--- config.mk ---
export PLATFORM = sky130hd
export DESIGN_NAME = pio_request_formatter
export DESIGN_NICKNAME = d
export VERILOG_FILES = /design/src/rtl/pio_fmt_pkg.sv /design/src/rtl/credit_if.sv /design/src/rtl/credit_pool.sv /design/src/rtl/pio_request_formatter.sv
export SDC_FILE = /design/constraint.sdc
export NUM_CORES = 1
export LEC_CHECK = 0
export BUFFER_PORTS_ARGS = -buffer_cell sky130_fd_sc_hd__buf_2
export CAP_MARGIN = 20
export CORE_AREA = 2 2 234 236
export DETAILED_ROUTE_END_ITERATION = 12
export DIE_AREA = 0 0 236 238
export SLEW_MARGIN = 20
export SYNTH_ARGS = -nofsm -noshare
export SYNTH_HDL_FRONTEND = slang
export SYNTH_SLANG_ARGS = --single-unit
export TNS_END_PERCENT = 5
--- constraint.sdc ---
create_clock -name clk -period 1.9 [get_ports clk]
set_clock_uncertainty 0.1 [all_clocks]
set_input_delay 0.38 -clock clk [delete_from_list [all_inputs] [get_ports clk]]
set_output_delay 0.38 -clock clk [all_outputs]
set_load 0.01 [all_outputs]
--- src/rtl/pio_fmt_pkg.sv ---
/*
 constants, field layouts and command codes for the programmed-I/O request formatter.
 assumes nothing of its surroundings.
*/
package pio_fmt_pkg;
	localparam int ADDR_W = 40;
	localparam int BUS_ADDR_W = 36;
	localparam int TID_W = 6;
	localparam int CREDIT_W = 4;
	localparam int NUM_CREDITS = 16;
	localparam int TAG_W = 16;
	localparam int ACK_TAG_W = 6;
	localparam int HDR_W = 64;
	// header field positions toward the bridge
	localparam int HDR_READ_BIT = 60;
	localparam int HDR_CREDIT_LO = 56;
	localparam int HDR_SIZE_LO = 48;
	localparam int HDR_PIOID_LO = 40;
	localparam int HDR_CMD_LO = 36;
	localparam logic [2:0] HDR_RSVD_TOP = 3'h7;
	// read size codes
	localparam logic [2:0] SZ_1B = 3'h0;
	localparam logic [2:0] SZ_2B = 3'h1;
	localparam logic [2:0] SZ_4B = 3'h2;
	localparam logic [2:0] SZ_8B = 3'h3;
	localparam logic [2:0] SZ_16B = 3'h4;
	localparam logic [2:0] WR_ADDR_CLR = 3'h0;
	// command mapping
	localparam logic [1:0] CMD_MEM64 = 2'h3;
	localparam logic [1:0] CMD_MEM32 = 2'h2;
	localparam logic [1:0] CMD_IO = 2'h1;
	localparam logic [1:0] CMD_CFG = 2'h0;
	typedef enum logic [1:0] {SPACE_MEM64, SPACE_MEM32, SPACE_IO, SPACE_CFG} space_t;
	// interrupt tag fields
	localparam int TAG_HI_TOP = 14;
	localparam int TAG_HI_BOT = 11;
	localparam int TAG_LO_TOP = 2;
	localparam int TAG_LO_BOT = 1;
	localparam int INT_DEPTH = 4;
endpackage

--- src/rtl/credit_if.sv ---
/*
 carrier between the formatter and its credit pool.
 assumes a single clock domain.
*/
`timescale 1ns/10ps
`default_nettype none
interface credit_if;
	logic take;
	logic avail;
	logic [pio_fmt_pkg::CREDIT_W-1:0] id;
	logic ret;
	logic [pio_fmt_pkg::CREDIT_W-1:0] ret_id;
	modport pool(input take, output avail, output id, input ret, input ret_id);
	modport user(output take, input avail, input id, output ret, output ret_id);
endinterface
`default_nettype wire

--- src/rtl/credit_pool.sv ---
/*
 pool of credit identifiers bounding outstanding bridge transactions.
 assumes returned identifiers were previously handed out.
*/
`timescale 1ns/10ps
`default_nettype none
module credit_pool #(
	parameter int N = pio_fmt_pkg::NUM_CREDITS
) (
	// clock and reset
	input wire logic clk,
	input wire logic arst_n,
	// credits
	credit_if.pool cr
);
	import pio_fmt_pkg::*;
	logic [N-1:0] free_ff;
	logic [N-1:0] nxt_free;
	logic [CREDIT_W-1:0] pick;
	logic found;

	always_comb begin
		pick = '0;
		found = 1'b0;
		for (int i = N - 1; i >= 0; i--) begin
			if (free_ff[i]) begin
				pick = CREDIT_W'(i);
				found = 1'b1;
			end
		end
		nxt_free = free_ff;
		if (cr.take && found) begin
			nxt_free[pick] = 1'b0;
		end
		if (cr.ret) begin
			nxt_free[cr.ret_id] = 1'b1;
		end
	end

	assign cr.avail = found;
	assign cr.id = pick;

	always_ff @(posedge clk or negedge arst_n) begin
		if (!arst_n) begin
			free_ff <= '1;
		end else begin
			free_ff <= nxt_free;
		end
	end
endmodule
`default_nettype wire

--- src/rtl/pio_request_formatter.sv ---
/*
 programmed-I/O request formatter: turns crossbar requests into bridge headers,
 returns 16-byte read data, and answers external interrupts in arrival order.
 assumes requesters obey size and alignment, and the bridge returns credits.
*/
// Operation
// - read address names first wanted byte
// - always return sixteen bytes, replicate upper half below sixteen-byte size
// - no shifting of read data lanes
// - size codes one through sixteen bytes
// - sixteen-byte read returns all bits
// - byte mask forwarded unchanged
// - write payload forwarded unchanged
// - write address low three bits zeroed
// - mask bit seven is lane zero
// - every interrupt packet treated as external
// - interrupts answered in arrival order
// - four-bit credit per request, sixteen max
// - answer returns tag bits fourteen-eleven, two-one
// - two-bit command mapping by space
`timescale 1ns/10ps
`default_nettype none
module pio_request_formatter #(
	parameter int INT_DEPTH = pio_fmt_pkg::INT_DEPTH
) (
	// clock and reset
	input wire logic clk,
	input wire logic arst_n,
	// request from processor_to_crossbar_bus
	input wire logic req_valid,
	output logic req_ready,
	input wire logic req_is_read,
	input wire logic [pio_fmt_pkg::ADDR_W-1:0] req_addr,
	input wire logic [7:0] req_size,
	input wire logic [pio_fmt_pkg::TID_W-1:0] req_thread,
	input wire logic [1:0] req_buf_id,
	input wire logic [63:0] req_wdata,
	input wire pio_fmt_pkg::space_t req_space,
	input wire logic [pio_fmt_pkg::BUS_ADDR_W-1:0] addr_mask,
	// header and payload to pcie_io_bridge
	output logic hdr_valid,
	input wire logic hdr_ready,
	output logic [pio_fmt_pkg::HDR_W-1:0] hdr_data,
	output logic [63:0] hdr_payload,
	// read return from pcie_io_bridge
	input wire logic rsp_valid,
	input wire logic [127:0] rsp_data,
	input wire logic [2:0] rsp_size,
	input wire logic [pio_fmt_pkg::TID_W-1:0] rsp_thread,
	input wire logic [pio_fmt_pkg::CREDIT_W-1:0] rsp_credit,
	// read return to crossbar
	output logic ret_valid,
	output logic [pio_fmt_pkg::TID_W-1:0] ret_thread,
	output logic [127:0] ret_data,
	// credit return for writes
	input wire logic wr_credit_ret,
	input wire logic [pio_fmt_pkg::CREDIT_W-1:0] wr_credit_id,
	// interrupt packets in
	input wire logic int_valid,
	output logic int_ready,
	input wire logic [pio_fmt_pkg::TAG_W-1:0] int_tag,
	// interrupt decision and answer to bridge
	input wire logic int_accept,
	input wire logic int_decide,
	output logic int_pending,
	output logic int_ack,
	output logic int_nack,
	output logic [pio_fmt_pkg::ACK_TAG_W-1:0] int_ack_tag
);
	import pio_fmt_pkg::*;

	// ==========================================================
	// credits
	credit_if cr();
	credit_pool #(.N(NUM_CREDITS)) u_pool (
		.clk(clk),
		.arst_n(arst_n),
		.cr(cr)
	);

	function automatic logic [1:0] cmd_of(input space_t s);
		unique case (s)
			SPACE_MEM64: cmd_of = CMD_MEM64;
			SPACE_MEM32: cmd_of = CMD_MEM32;
			SPACE_IO: cmd_of = CMD_IO;
			SPACE_CFG: cmd_of = CMD_CFG;
		endcase
	endfunction

	// ==========================================================
	// request formatting
	logic hdr_valid_ff, nxt_hdr_valid;
	logic [HDR_W-1:0] hdr_data_ff, nxt_hdr_data;
	logic [63:0] hdr_payload_ff, nxt_hdr_payload;
	logic take;
	logic [BUS_ADDR_W-1:0] baddr;

	assign req_ready = cr.avail && (!hdr_valid_ff || hdr_ready);
	assign take = req_valid && req_ready;
	assign cr.take = take;

	always_comb begin
		baddr = req_addr[BUS_ADDR_W-1:0] & addr_mask;
		if (!req_is_read) begin
			baddr[2:0] = WR_ADDR_CLR;
		end
		nxt_hdr_valid = hdr_valid_ff && !hdr_ready;
		nxt_hdr_data = hdr_data_ff;
		nxt_hdr_payload = hdr_payload_ff;
		if (take) begin
			nxt_hdr_valid = 1'b1;
			nxt_hdr_data = '0;
			nxt_hdr_data[HDR_W-1 -: 3] = HDR_RSVD_TOP;
			nxt_hdr_data[HDR_READ_BIT] = req_is_read;
			nxt_hdr_data[HDR_CREDIT_LO +: CREDIT_W] = cr.id;
			// read size code or write mask, passed as received
			nxt_hdr_data[HDR_SIZE_LO +: 8] = req_size;
			nxt_hdr_data[HDR_PIOID_LO +: 8] = {req_buf_id, req_thread};
			nxt_hdr_data[HDR_CMD_LO +: 2] = cmd_of(req_space);
			nxt_hdr_data[BUS_ADDR_W-1:0] = baddr;
			nxt_hdr_payload = req_wdata;
		end
	end

	always_ff @(posedge clk or negedge arst_n) begin
		if (!arst_n) begin
			hdr_valid_ff <= 1'b0;
			hdr_data_ff <= '0;
			hdr_payload_ff <= '0;
		end else begin
			hdr_valid_ff <= nxt_hdr_valid;
			hdr_data_ff <= nxt_hdr_data;
			hdr_payload_ff <= nxt_hdr_payload;
		end
	end

	assign hdr_valid = hdr_valid_ff;
	assign hdr_data = hdr_data_ff;
	assign hdr_payload = hdr_payload_ff;

	// ==========================================================
	// read return
	logic ret_valid_ff, nxt_ret_valid;
	logic [TID_W-1:0] ret_thread_ff, nxt_ret_thread;
	logic [127:0] ret_data_ff, nxt_ret_data;

	always_comb begin
		nxt_ret_valid = rsp_valid;
		nxt_ret_thread = ret_thread_ff;
		nxt_ret_data = ret_data_ff;
		if (rsp_valid) begin
			nxt_ret_thread = rsp_thread;
			// lanes kept where the address put them
			if (rsp_size == SZ_16B) begin
				nxt_ret_data = rsp_data;
			end else begin
				nxt_ret_data = {rsp_data[127:64], rsp_data[127:64]};
			end
		end
	end

	assign cr.ret = rsp_valid || wr_credit_ret;
	assign cr.ret_id = rsp_valid ? rsp_credit : wr_credit_id;

	always_ff @(posedge clk or negedge arst_n) begin
		if (!arst_n) begin
			ret_valid_ff <= 1'b0;
			ret_thread_ff <= '0;
			ret_data_ff <= '0;
		end else begin
			ret_valid_ff <= nxt_ret_valid;
			ret_thread_ff <= nxt_ret_thread;
			ret_data_ff <= nxt_ret_data;
		end
	end

	assign ret_valid = ret_valid_ff;
	assign ret_thread = ret_thread_ff;
	assign ret_data = ret_data_ff;

	// ==========================================================
	// external interrupt queue
	localparam int PW = $clog2(INT_DEPTH);
	logic [ACK_TAG_W-1:0] q_mem [INT_DEPTH];
	logic [PW:0] wp_ff, nxt_wp, rp_ff, nxt_rp;
	logic ack_ff, nxt_ack, nack_ff, nxt_nack;
	logic [ACK_TAG_W-1:0] ack_tag_ff, nxt_ack_tag;
	logic q_empty, q_full, push, pop;

	assign q_empty = wp_ff == rp_ff;
	assign q_full = (wp_ff[PW-1:0] == rp_ff[PW-1:0]) && (wp_ff[PW] != rp_ff[PW]);
	assign int_ready = !q_full;
	assign push = int_valid && !q_full;
	assign pop = int_decide && !q_empty;
	assign int_pending = !q_empty;

	always_comb begin
		nxt_wp = push ? wp_ff + 1'b1 : wp_ff;
		nxt_rp = pop ? rp_ff + 1'b1 : rp_ff;
		nxt_ack = pop && int_accept;
		nxt_nack = pop && !int_accept;
		nxt_ack_tag = pop ? q_mem[rp_ff[PW-1:0]] : ack_tag_ff;
	end

	always_ff @(posedge clk) begin
		if (push) begin
			q_mem[wp_ff[PW-1:0]] <= {int_tag[TAG_HI_TOP:TAG_HI_BOT],
				int_tag[TAG_LO_TOP:TAG_LO_BOT]};
		end
	end

	always_ff @(posedge clk or negedge arst_n) begin
		if (!arst_n) begin
			wp_ff <= '0;
			rp_ff <= '0;
			ack_ff <= 1'b0;
			nack_ff <= 1'b0;
			ack_tag_ff <= '0;
		end else begin
			wp_ff <= nxt_wp;
			rp_ff <= nxt_rp;
			ack_ff <= nxt_ack;
			nack_ff <= nxt_nack;
			ack_tag_ff <= nxt_ack_tag;
		end
	end

	assign int_ack = ack_ff;
	assign int_nack = nack_ff;
	assign int_ack_tag = ack_tag_ff;
endmodule
`default_nettype wire

# Word level (Yosys, flattened, before mapping)
# Memory sizes are Yosys's and may differ from the RTL's. A register that Yosys moved wholly into a read port is not among the register bits.
# Cells that the tools add are included.
# W data, S select, Z words.
[totals] output_inout_bits=275 inputBits=329 word_cells=94 ramBits=24 memories=1 ff_bits=284
[mem_list] memory="q_mem" depth=4 word_bits=6 rd=1 rd_clocked_by_memory_dff=1 wr=1 line_no="pio_request_formatter.sv:184" rtl="logic [ACK_TAG_W-1:0] q_mem [INT_DEPTH];"
[op_classes] addsub=2 eq_ne=7 n_mux=45 magnitude_cmp=4 bitwise_logic=4 n_reduce_logical=20
[op_table] op="$mux W4" n=17
[op_table] op="$mux W64" n=1
[op_table] op="$and A36 B36 Y36" n=1
[op_table] op="$mux W16" n=2
[op_table] op="$mux W1" n=21
[op_table] op="$and A16 B16 Y16" n=1
[op_table] op="$not A16 Y16" n=1
[op_table] op="$or A16 B16 Y16" n=1
[op_table] op="$logic_and A1 B1 Y1" n=11
[op_table] op="$lt A4 B5 Y1 const B" n=2
[op_table] op="$demux W1 S4" n=2
[op_table] op="$ge A4 B1 Y1 const B" n=2
[op_table] op="$pmux W2 S4" n=1
[op_table] op="$add A3 B1 Y3 const B" n=2
[op_table] op="$logic_not A1 Y1" n=6
[op_table] op="$eq A2 B2 Y1 const B" n=2
[op_table] op="$eq A3 B3 Y1" n=1
[op_table] op="$eq A3 B3 Y1 const B" n=1
[op_table] op="$mux W3" n=1
[op_table] op="$eq A2 B1 Y1 const B" n=1
[op_table] op="$eq A2 B2 Y1" n=1
[op_table] op="$logic_not A2 Y1" n=1
[op_table] op="$logic_or A1 B1 Y1" n=2
[op_table] op="$ne A1 B1 Y1" n=1

# Longest topological paths before layout
# Gate-level depths: netlist of run 1.
[logic_depth] word_depth=25 mapped_depth=10 ltp_nobuf=5

# By module
# Synthesis of run 1 repeated with hierarchy kept, for this count alone.
[unflattened] cells_unflattened=977 hier_area_um2=13097.6
[by_module_without_submodules] module="pio_request_formatter" area_per_inst_um2=12115.4 cells_per_inst=863 n_inst=1 seq_area_each_um2=7577.3
[by_module_without_submodules] module="credit_pool" area_per_inst_um2=982.2 cells_per_inst=114 n_inst=1 seq_area_each_um2=420.4

# Worst setup path after synthesis of run 1
# Ideal clock, no wire load.
[synth_timing] path_type="reg2reg" start="register u_pool.free_ff[0]" end="register hdr_data_ff[40] (netlist: hdr_data[40])" required_ps=1675 n_path_buf=5 arrival_time_ps=1834 stages_incl_launch_ff=10 setup_slack_ps=-159 period_less_slack_ps=2059 setup_ps=125 cell_sequence="dfstp_2 -> buf_4 -> nor4_2 -> and2_1 -> buf_4 -> a31o_2 -> buf_6 -> buf_6 -> buf_8 -> mux2_2"
[synth_via] elab_chain_cells=3
[synth_lines] item="start, declared" line_no="credit_pool.sv:17" rtl="logic [N-1:0] free_ff;"
[synth_lines] item="start signal, assigned" line_no="credit_pool.sv:47" rtl="free_ff <= nxt_free;"
[synth_lines] item="$mux W1" line_no="credit_pool.sv:26" rtl="if (free_ff[i]) begin"
[synth_lines] item="$logic_and A1 B1 Y1" line_no="pio_request_formatter.sv:98" rtl="assign req_ready = cr.avail && (!hdr_valid_ff || hdr_ready);"
[synth_lines] item="$logic_and A1 B1 Y1" line_no="pio_request_formatter.sv:99" rtl="assign take = req_valid && req_ready;"
[synth_lines] item="end signal, assigned" line_no="pio_request_formatter.sv:132" rtl="hdr_data_ff <= nxt_hdr_data;"
[synth_lines] item="end, declared" line_no="pio_request_formatter.sv:93" rtl="logic [HDR_W-1:0] hdr_data_ff, nxt_hdr_data;"
# No other way between the ends.
# A chain may end at the register's enable or synchronous reset.

# Worst setup path after layout of run 1
[layout_timing] start="register u_pool.free_ff[0]" end="output req_ready"
[layout_via] elab_chain_cells=2
[layout_lines] item="$mux W1" line_no="credit_pool.sv:26"
[layout_lines] item="$logic_and A1 B1 Y1" line_no="pio_request_formatter.sv:98"
[layout_lines] item="end, declared" line_no="pio_request_formatter.sv:31" rtl="output logic req_ready,"
# No other way between the ends.

==> run metrics, run 1 <==
Worst Slack Setup Final=-395 ps; CP max stage cell=dfstp_2; most frequent CP cell=buf_6; synthesis-stage register bit count=between 300 and 400; ys flop type=dfrtp_1; Power Density=between 900 and 1000 mW/mm^2; Fmax=roughly 440 MHz; Critical Path Max Stage Delay=slightly below 400 ps; status=finished with violations; Req. time, crit path=roughly 1400 ps; # rows=85; detailed-route via count=approximately 11,000; initial DRC count=~500; TritonCTS buffer count=36; min-delay worst type=in -> reg; largest area contributor in the netlist=dfrtp_1; fin. max-slew vios=0; final non-filler cell total=~2,600; Core Region=0.0535 mm^2; Yosys warnings=0; Post-synth EDFFs=24; DRC viols=0; clock slew at reported path FFs=60 ps; most frequent cells in the layout=585 x buf_2, 272 x dfrtp_1, 199 x dlygate4sd3_1; layout cells sized above 1=0.497; First-pass DRT Iterations=5; initial antenna violation count=2; first-pass GRT wire length=~64 mm; Setup crit start kind=flop; fraction of registers with async set/reset=0.924; worst hold start=addr_mask[24]; Yosys cell types=51; critical path type=reg -> out; Die H=238 um; CP Buf/Inv Count=3; Post-Synthesis Cells=~1,000; metal2 WL=approximately 21 mm; Tmin final=about 2300 ps; CTS tree=built; fill count=between 5,000 and 6,000; HPWL after DPL=around 30 mm; hold depth=3; clock tree buffer depth=3; total congestion overflow=0; Initial Utilization=0.240; PortBufs=around 590; Slew headroom=0.584; endpoints failing setup=133; Crit. path cell count=6; clk_lat worst skew=roughly 530 ps; Slew @ Worst Pin=around 620 ps; CP max FO=2; Final nets=2,188; GP Congestion=0.886; clk sinks=roughly 310; crit share post-route=1.21; largest cells by area after synthesis=dfrtp_1 53%, mux2_2 14%, edfxtp_1 5.6%; Routed WL=between 40 and 50 mm; maximum VDD drop=0.000678 V; pin count of the biggest net entering global routing=between 60 and 70; drt wl/cell=around 16 um; pre-CTS setup slack=-229 ps; die area=around 0.056 mm^2; Placed Cells=approximately 2,300; # IOs=around 600; Post-Syn Area=approximately 0.013 mm^2; Reg2Reg Launch Point=u_pool.free_ff[0]; violated checks=setup timing; ANT nets after route=0; critical path capture point type=output port; cells on worst reg2reg path=7; leading cell type in the layout, fill and taps excluded=buf_2; highest routed metal layer=met4; Total GRT Usage=0.144; unrepaired setup endpoints after global routing=true; vias in the first global route=11,900; synthesized area per cell=12.9 um^2; Max Cap Viol=0; Yosys top cell area share=0.535; htree depth=2; CP Cell Sequence=nor4_4 > and2_4 > buf_6 > buf_6 > a31oi_1 > buf_2; CTS Root Cell=clkbuf_16; Power Total=~20,000 uW; chip width=roughly 240 um; DR vias/cell=4.32; area grow syn2layout=60.4%; Leak=roughly 0.0096 uW; Top delay family on crit path=simple AND/OR/NAND/NOR gates; met3 wire length=between 2 and 3 mm; Setup crit start=u_pool.free_ff[0]; Critical Path AT=roughly 1800 ps; met1 wire length=15.9 mm; sequential-to-total area share from yosys stat=0.624; Final Hold Fails=0
## flip-flops by register name, summed over array words and instances, names as in the netlist
signal and cells:
int_ack_tag 6, rp_ff 3, q_mem 24, hdr_valid 1, ret_valid 1, hdr_payload 64, ret_thread 6, ret_data 128
int_nack 1, u_pool.free_ff 16, int_ack 1, hdr_data 60, wp_ff 3
## cells by family (layout without fill, tap and decap cells)
kind of cell               after synthesis  count (layout)  share of synthesized area
DFF                                    314             314                      0.624
muxes                                  229             229                      0.200
and+or+nand+nor                        210             210                     0.0693
AOI/OAI and AO/OA                      156             156                     0.0677
buffers and inverters                   73             954                     0.0290
xor gates and xnor gates                 7               7                    0.00478
adders and majority gates                5               5                    0.00488
other                                    1               4                   0.000293
## final cells by class
type                       count  area (um^2)  area share
sequential                   314         8000       0.389
timing repair buffer         878         5800       0.282
multi-input combinational    609         4690       0.228
clock buffer                  51         1010      0.0490
tap                          696          871      0.0423
clock inverter                10          128     0.00621
inverter                      15         56.3     0.00274
antenna                        2         5.00    0.000243
## final timing paths
kind	endpoint	slack (ps)
max in group asynchronous	u_pool.free_ff[15]	680
worst min register to register	hdr_data[15]	370
worst min-delay path	hdr_data[24]	40
worst max-delay path	req_ready	-390
min in group asynchronous	ret_data[107]	340
worst max register to register	hdr_payload[35]	-340
## stage by stage
step | utilization | hold WS [ps] | setup TNS [ps] | area, um^2
after floorplan | - | -15.6 | -4930 | 12900
after global placement | 0.320 | 308 | -15070 | 17100
after detailed placement | 0.320 | 319 | -21150 | 17100
after CTS | 0.381 | 0.714 | -19520 | 20400
after global routing | 0.384 | 2.35 | -41370 | 20600
final | 0.384 | 37.5 | -31650 | 20600
## metal layers
layer  vias to the layer above  track usage
li1                       5212            -
met5                         -            0
met1                      5356        0.158
met2                       446        0.260
met3                       115       0.0388
met4                         0       0.0645
## synthesized netlist by cell type (2+ instances only)
master and instances:
nor4_1 3, edfxtp_1 24, buf_8 2, a31oi_1 4
nor2_1 82, mux2i_1 64, nand2b_1 3, nor2b_1 3
nand3_1 10, nand4_1 2, dfstp_2 16, buf_6 2
ha_1 5, buf_4 12, buf_1 12, o22ai_1 4
a32oi_1 3, clkbuf_1 18, xor2_1 2, nor3_1 3
and2_1 3, o2bb2ai_1 3, dfrtp_1 274, o32a_1 2
mux4_2 6, nor3b_1 2, a2111oi_0 3, mux2_2 159
and3_1 8, xnor2_1 5, nand2_1 87, buf_2 12
o21ai_0 51, inv_1 15, a21oi_1 75
## worst reg2reg max path, delay by kind of cell (launching register included)
| family | cells | cell delay [ps] |
|---|---|---|
| AO/OA/AOI/OAI | 1 | 280 |
| buffers and inverters | 3 | 460 |
| flip-flops | 1 | 390 |
| multiplexers | 1 | 380 |
| AND/OR/NAND/NOR | 2 | 520 |
## repair_timing
action                     in CTS  in global routing
gates resized for setup        27                 31
setup buffers                   5                  3
hold endpoints to repair      236                  1
pin swaps                       5                  7
setup endpoints to repair     128                136
hold buffers                  198                  1
## where the power goes
| part | switching (uW) | leakage (uW) | internal [uW] | total (uW) |
|---|---|---|---|---|
| registers | 617 | 0.00361 | 7870 | 8490 |
| logic | 2520 | 0.00542 | 2650 | 5170 |
| clock network | 2710 | 0.000558 | 4090 | 6800 |
| total | 5850 | 0.00959 | 14600 | 20500 |
(Power assumes the default switching activity.)
==> run 2, diff against run 1 <==
- CORE_AREA: 2 2 234 236 -> 2 2 238 240
- DIE_AREA: 0 0 236 238 -> 0 0 240 242
- HOLD_SLACK_MARGIN: unset -> 0.15
- SLEW_MARGIN: 20 -> unset
==> run 2 against run 1 <==
- the flow still finishes with violations (setup timing)
- flip-flop and latch count is the same
- core utilization grew 0.52 points
- final area grew 5.6%
- power grew 2.7%
- largest power group unchanged
- highest routed layer is now met5
==> run metrics, run 2 (same netlist as run 1, synthesis figures left out) <==
Setup crit start kind=flop (unchanged); clk_lat worst skew=540 ps (was 530 ps); Core Region=0.0557 mm^2 (was 0.0535 mm^2); Fmax=448 MHz (was 436 MHz); DR vias/cell=4.26 (was 4.32); most frequent cells in the layout=584 x buf_2, 306 x dlygate4sd3_1, 272 x dfrtp_1 (was 585 x buf_2, 272 x dfrtp_1, 199 x dlygate4sd3_1); HPWL after DPL=29.8 mm (about the same); Reg2Reg Launch Point=u_pool.free_ff[3] (was u_pool.free_ff[0]); chip width=240 um (was 236 um); Final Hold Fails=0 (unchanged); PortBufs=587 (unchanged); Tmin final=2230 ps (was 2290 ps); total congestion overflow=0 (unchanged); most frequent CP cell=buf_6 (unchanged); Power Density=967 mW/mm^2 (was 995 mW/mm^2); initial antenna violation count=1 (was 2); n_diodes=0 (was 2); # rows=87 (was 85); endpoints failing setup=119 (was 133); # IOs=604 (unchanged); status=finished with violations (unchanged); pin count of the biggest net entering global routing=74 (was 64); CP max stage cell=dfstp_2 (unchanged); vias in the first global route=12,600 (was 11,900); detailed-route via count=11,700 (was 11,100); Leak=0.00997 uW (was 0.00959 uW); violated checks=setup timing (unchanged); Slew @ Worst Pin=526 ps (was 624 ps); TritonCTS buffer count=38 (was 36); clk sinks=314 (unchanged); Critical Path Max Stage Delay=380 ps (was 390 ps); Final nets=2,292 (was 2,188); Max Cap Viol=0 (unchanged); Req. time, crit path=1420 ps (about the same); die area=0.0581 mm^2 (was 0.0562 mm^2); clock slew at reported path FFs=60 ps (about the same); Routed WL=43.4 mm (was 41.9 mm); fin. max-slew vios=0 (unchanged); First-pass DRT Iterations=5 (unchanged); CP max FO=4 (was 2); Placed Cells=2,361 (was 2,306); worst hold start=rsp_credit[0] (was addr_mask[24]); layout cells sized above 1=0.471 (was 0.497); first-pass GRT wire length=66.0 mm (was 64.3 mm); CTS Root Cell=clkbuf_16 (unchanged); area grow syn2layout=69.4% (was 60.4%); min-delay worst type=in -> reg (unchanged); Die H=242 um (was 238 um); final non-filler cell total=2,741 (was 2,575); critical path capture point type=output port (unchanged); unrepaired setup endpoints after global routing=true (unchanged); drt wl/cell=15.8 um (was 16.3 um); Total GRT Usage=0.143 (was 0.144); DRC viols=0 (unchanged); Critical Path AT=1750 ps (was 1810 ps); pre-CTS setup slack=-212 ps (was -229 ps); leading cell type in the layout, fill and taps excluded=buf_2 (unchanged); htree depth=2 (unchanged); Setup crit start=u_pool.free_ff[3] (was u_pool.free_ff[0]); CP Cell Sequence=nor4_4 > and2_4 > buf_6 > a31oi_4 > buf_6 (was nor4_4 > and2_4 > buf_6 > buf_6 > a31oi_1 > buf_2); crit share post-route=1.17 (was 1.21); clock tree buffer depth=3 (unchanged); ANT nets after route=0 (unchanged); Slew headroom=0.649 (was 0.584); flop-to-flop setup slack=-270 ps (was -340 ps); Setup TNS Final=-20,610 ps (was -31,650 ps); Initial Utilization=0.230 (was 0.240); critical path type=reg -> out (unchanged); maximum VDD drop=0.000637 V (was 0.000678 V); Worst Slack Setup Final=-331 ps (was -395 ps); CTS tree=built (unchanged); initial DRC count=428 (was 492); GP Congestion=0.878 (was 0.886); max FFs per register=128 (unchanged)
-- run 2: changes by cell type in the layout (fill, tap and decap cells not counted), moves of 3 or more --
cell,change
mux2_4,-15
mux2_2,+15
clkbuf_8,+8
dlygate4sd3_1,+107
buf_4,-3
clkbuf_16,+4
-- run 2: layout make-up --
cell class	count	area (um^2)
Clock buffer	61	1210
Timing Repair Buffer	980	6840
Sequential cell	314	8000
Tap cell	756	946
Clock inverter	6	62.6
Inverter	15	56.3
Fill cell	5252	34000
Multi-Input combinational cell	609	4600
-- run 2: metal layers --
layer / track usage / share of wire / vias to the layer above / wire [um]
li1: - / - / 5425 / -
met1: 0.152 / 0.38 / 5666 / 16300
met2: 0.261 / 0.51 / 461 / 22300
met3: 0.0374 / 0.067 / 113 / 2900
met4: 0.0698 / 0.043 / 2 / 1860
met5: 0 / 0.00028 / - / 12
-- run 2: critical path, delay by kind of cell, from the launching register on --
family | cells | cell delay, ps
AND/OR/NAND/NOR | 2 | 560
AO/OA/AOI/OAI | 1 | 70
flip-flops | 1 | 380
buffers and inverters | 2 | 230
-- run 2: stage by stage --
stage	power (uW)	area, um^2	utilization	hold WS, ps
final	21000	21700	0.390	210
after CTS	21200	21700	0.389	152
after floorplan	10800	12900	-	-15.6
after global placement	12900	17200	0.308	219
after global routing	22100	21700	0.390	175
after detailed placement	13000	17200	0.308	218
-- run 2: path summary, 6_finish.rpt --
path	end	cells past startpoint
min reg2reg	hdr_data[16]	2
min	u_pool.free_ff[13]	3
max reg2reg	hdr_payload[45]	6
max in group asynchronous	ret_data[81]	4
min in group asynchronous	hdr_data[35]	2
max	req_ready	5
-- run 2: report_power, final --
group	internal [uW]	total (uW)	switching, uW
clock	4490	7290	2800
combinational	2740	5250	2510
sequential	7870	8470	598
total	15100	21000	5900
-- run 2: timing repair --
item                                    CTS  global route
hold buffers                            306             0
gates resized for setup                  25            14
gates cloned                              0             0
endpoints found under the hold margin   469             0
setup buffers                             7             0
pin swaps                                10             4
endpoints found under the setup margin  119           140
==> run 3, diff against run 2 <==
- PLACE_DENSITY: unset -> 0.46
- SYNTH_HIERARCHICAL: unset -> 1
==> run 3 against run 2 <==
- the run still ends with setup timing left
- count of clock-buffer cells in the layout shrank 13
- clock power grew 2.7%
- maximum frequency decreased by 13%
- final cell count is 0.33% lower
- global-route usage grew 0.18 points
- synthesized area increased by 2.2%
- sequential share of layout area is 0.73 points lower
- synthesized cell count fell by 1.8%
- non-clock buffer count unchanged
- flip-flop and latch count unchanged
- largest power group unchanged
==> run metrics, run 3 <==
Setup crit start=u_pool/free_ff[9] (was u_pool.free_ff[3]); cells on worst reg2reg path=8 (was 6); Max Cap Viol=0 (unchanged); most frequent cells in the layout=584 x buf_2, 300 x dlygate4sd3_1, 272 x dfrtp_1 (was 584 x buf_2, 306 x dlygate4sd3_1, 272 x dfrtp_1); Post-synth EDFFs=24 (unchanged); worst r2r dst=hdr_payload[12] (was hdr_payload[45]); sequential-to-total area share from yosys stat=0.611 (was 0.624); critical path capture point type=output port (unchanged); fraction of registers with async set/reset=0.924 (unchanged); die area=0.0581 mm^2 (unchanged); Setup TNS Final=-74,250 ps (was -20,610 ps); # IOs=604 (unchanged); pin count of the biggest net entering global routing=113 (was 74); min-delay worst type=in -> async (was in -> reg); Placed Cells=2,357 (was 2,361); detailed-route via count=11,200 (was 11,700); unrepaired setup endpoints after global routing=true (unchanged); drt wl/cell=15.9 um (was 15.8 um); clock slew at reported path FFs=60 ps (about the same); synthesis-stage register bit count=314 (unchanged); Slew headroom=0.639 (was 0.649); Power Density=978 mW/mm^2 (was 967 mW/mm^2); flop-to-flop setup slack=-590 ps (was -270 ps); Post-Synthesis Cells=977 (was 995); maximum VDD drop=0.000759 V (was 0.000637 V); most frequent cell after synthesis=dfrtp_1 (unchanged); Die H=242 um (unchanged); initial DRC count=351 (was 428); clk sinks=314 (unchanged); clock tree buffer depth=3 (unchanged); Yosys cell types=55 (was 51); Fmax=388 MHz (was 448 MHz); first-pass GRT wire length=66.9 mm (was 66.0 mm); ys flop type=dfrtp_1 (unchanged); Worst Slack Setup Final=-679 ps (was -331 ps); top cells by count, synth=274 x dfrtp_1, 162 x mux2_2, 99 x mux2i_1, 82 x nor2_1, 72 x a21oi_1 (was 274 x dfrtp_1, 159 x mux2_2, 87 x nand2_1, 82 x nor2_1, 75 x a21oi_1); leading cell type in the layout, fill and taps excluded=buf_2 (unchanged); Yosys top cell area share=0.524 (was 0.535); Req. time, crit path=1420 ps (about the same); HPWL after DPL=30.9 mm (was 29.8 mm); clk_lat worst skew=540 ps (about the same); vias in the first global route=12,300 (was 12,600); final non-filler cell total=2,732 (was 2,741); critical path type=reg -> out (unchanged); Final nets=2,282 (was 2,292); synthesized area per cell=13.4 um^2 (was 12.9 um^2); Total GRT Usage=0.145 (was 0.143); DR vias/cell=4.09 (was 4.26); Yosys warnings=6 (was 0); layout cells sized above 1=0.483 (was 0.471); initial antenna violation count=1 (unchanged); Critical Path AT=2100 ps (was 1750 ps); CTS tree=built (unchanged); Reg2Reg Launch Point=u_pool/free_ff[9] (was u_pool.free_ff[3]); htree depth=2 (unchanged); chip width=240 um (unchanged); Leak=0.0102 uW (was 0.00997 uW); crit share post-route=1.36 (was 1.17); Final Hold Fails=0 (unchanged); CTS Root Cell=clkbuf_16 (unchanged); endpoints failing setup=144 (was 119); Setup crit start kind=flop (unchanged); TritonCTS buffer count=37 (was 38); DRC viols=0 (unchanged); violated checks=setup timing (unchanged); Core Region=0.0557 mm^2 (unchanged); Post-Syn Area=0.0131 mm^2 (was 0.0128 mm^2); Tmin final=2580 ps (was 2230 ps); largest area contributor in the netlist=dfrtp_1 (unchanged); # rows=87 (unchanged); CP max FO=2 (was 4); PortBufs=587 (unchanged); area grow syn2layout=69.1% (was 69.4%); Routed WL=43.5 mm (was 43.4 mm); GP Congestion=0.812 (was 0.878); max FFs per register=128 (unchanged); Slew @ Worst Pin=542 ps (was 526 ps); largest cells by area after synthesis=dfrtp_1 52%, mux2_2 14%, mux2i_1 7.6% (was dfrtp_1 53%, mux2_2 14%, edfxtp_1 5.6%); status=finished with violations (unchanged); total congestion overflow=0 (unchanged); Initial Utilization=0.235 (was 0.230); fin. max-slew vios=0 (unchanged); ANT nets after route=0 (unchanged); First-pass DRT Iterations=4 (was 5)
## run 3: per-stage QoR
step	cell area [um^2]	utilization	hold WS, ps	setup slack, ps	power [uW]
after floorplan	13200	-	-15.6	-492	11100
after global placement	17600	0.316	161	-332	13700
after detailed placement	17600	0.316	168	-329	13700
after CTS	22000	0.395	-22.1	-753	22000
after global routing	22200	0.397	166	-760	22900
final	22200	0.397	180	-679	21700
## run 3: layer usage
layer,track usage,part of all wire
met5,0,0.00030
met4,0.0457,0.029
met3,0.0440,0.076
met2,0.262,0.50
met1,0.162,0.39
## run 3: worst max-delay path, cell delays in order, from the launching register on
cell,delay [ps]
dfstp_2,370
or4_4,530
or3_4,410
and2_4,140
buf_6,120
## run 3: report_power, final
group | total [uW] | internal, uW | switching, uW
Clock | 7490 | 4620 | 2870
Sequential | 8480 | 7900 | 585
Combinational | 5680 | 3030 | 2650
Total | 21700 | 15500 | 6110
## run 3: final cells by class
| class | count | area [um^2] |
|---|---|---|
| Antenna cell | 1 | 2.50 |
| Clock buffer | 48 | 1060 |
| Clock inverter | 18 | 228 |
| Fill cell | 5350 | 33600 |
| Inverter | 50 | 195 |
| Multi-Input combinational cell | 564 | 4690 |
| Sequential cell | 314 | 8000 |
| Tap cell | 756 | 946 |
| Timing Repair Buffer | 980 | 7020 |
| Timing Repair inverter | 1 | 16.3 |
## run 3: worst max-delay path by stage
stage / endpoint / slack, ps / depth (start not counted)
2_1_floorplan: u_pool/free_ff[8] / -490 / 10
3_3_place_gp: u_pool/free_ff[12] / -330 / 9
3_5_place_dp: u_pool/free_ff[12] / -330 / 9
4_1_cts: req_ready / -750 / 4
5_1_grt: req_ready / -760 / 4
6_report: req_ready / -680 / 4
## run 3: logic make-up (layout without fill, tap and decap cells)
group | Yosys count | count (layout) | share of synthesized area
AOI/OAI and AO/OA | 103 | 103 | 0.0449
xor gates and xnor gates | 8 | 8 | 0.00650
adders and majority gates | 5 | 5 | 0.00478
buffers and inverters | 100 | 1097 | 0.0380
DFF | 314 | 314 | 0.611
muxes | 275 | 275 | 0.236
other | 1 | 3 | 0.000286
and+or+nand+nor | 171 | 171 | 0.0590
## run 3: repair_timing
action                                  4_1_cts  5_1_grt
pin swaps                                    10        2
gates resized for setup                      21       11
endpoints found under the setup margin      142      144
hold endpoints to repair                    554        1
gates cloned                                  2        3
setup buffers                                 2        1
hold buffers                                299        1
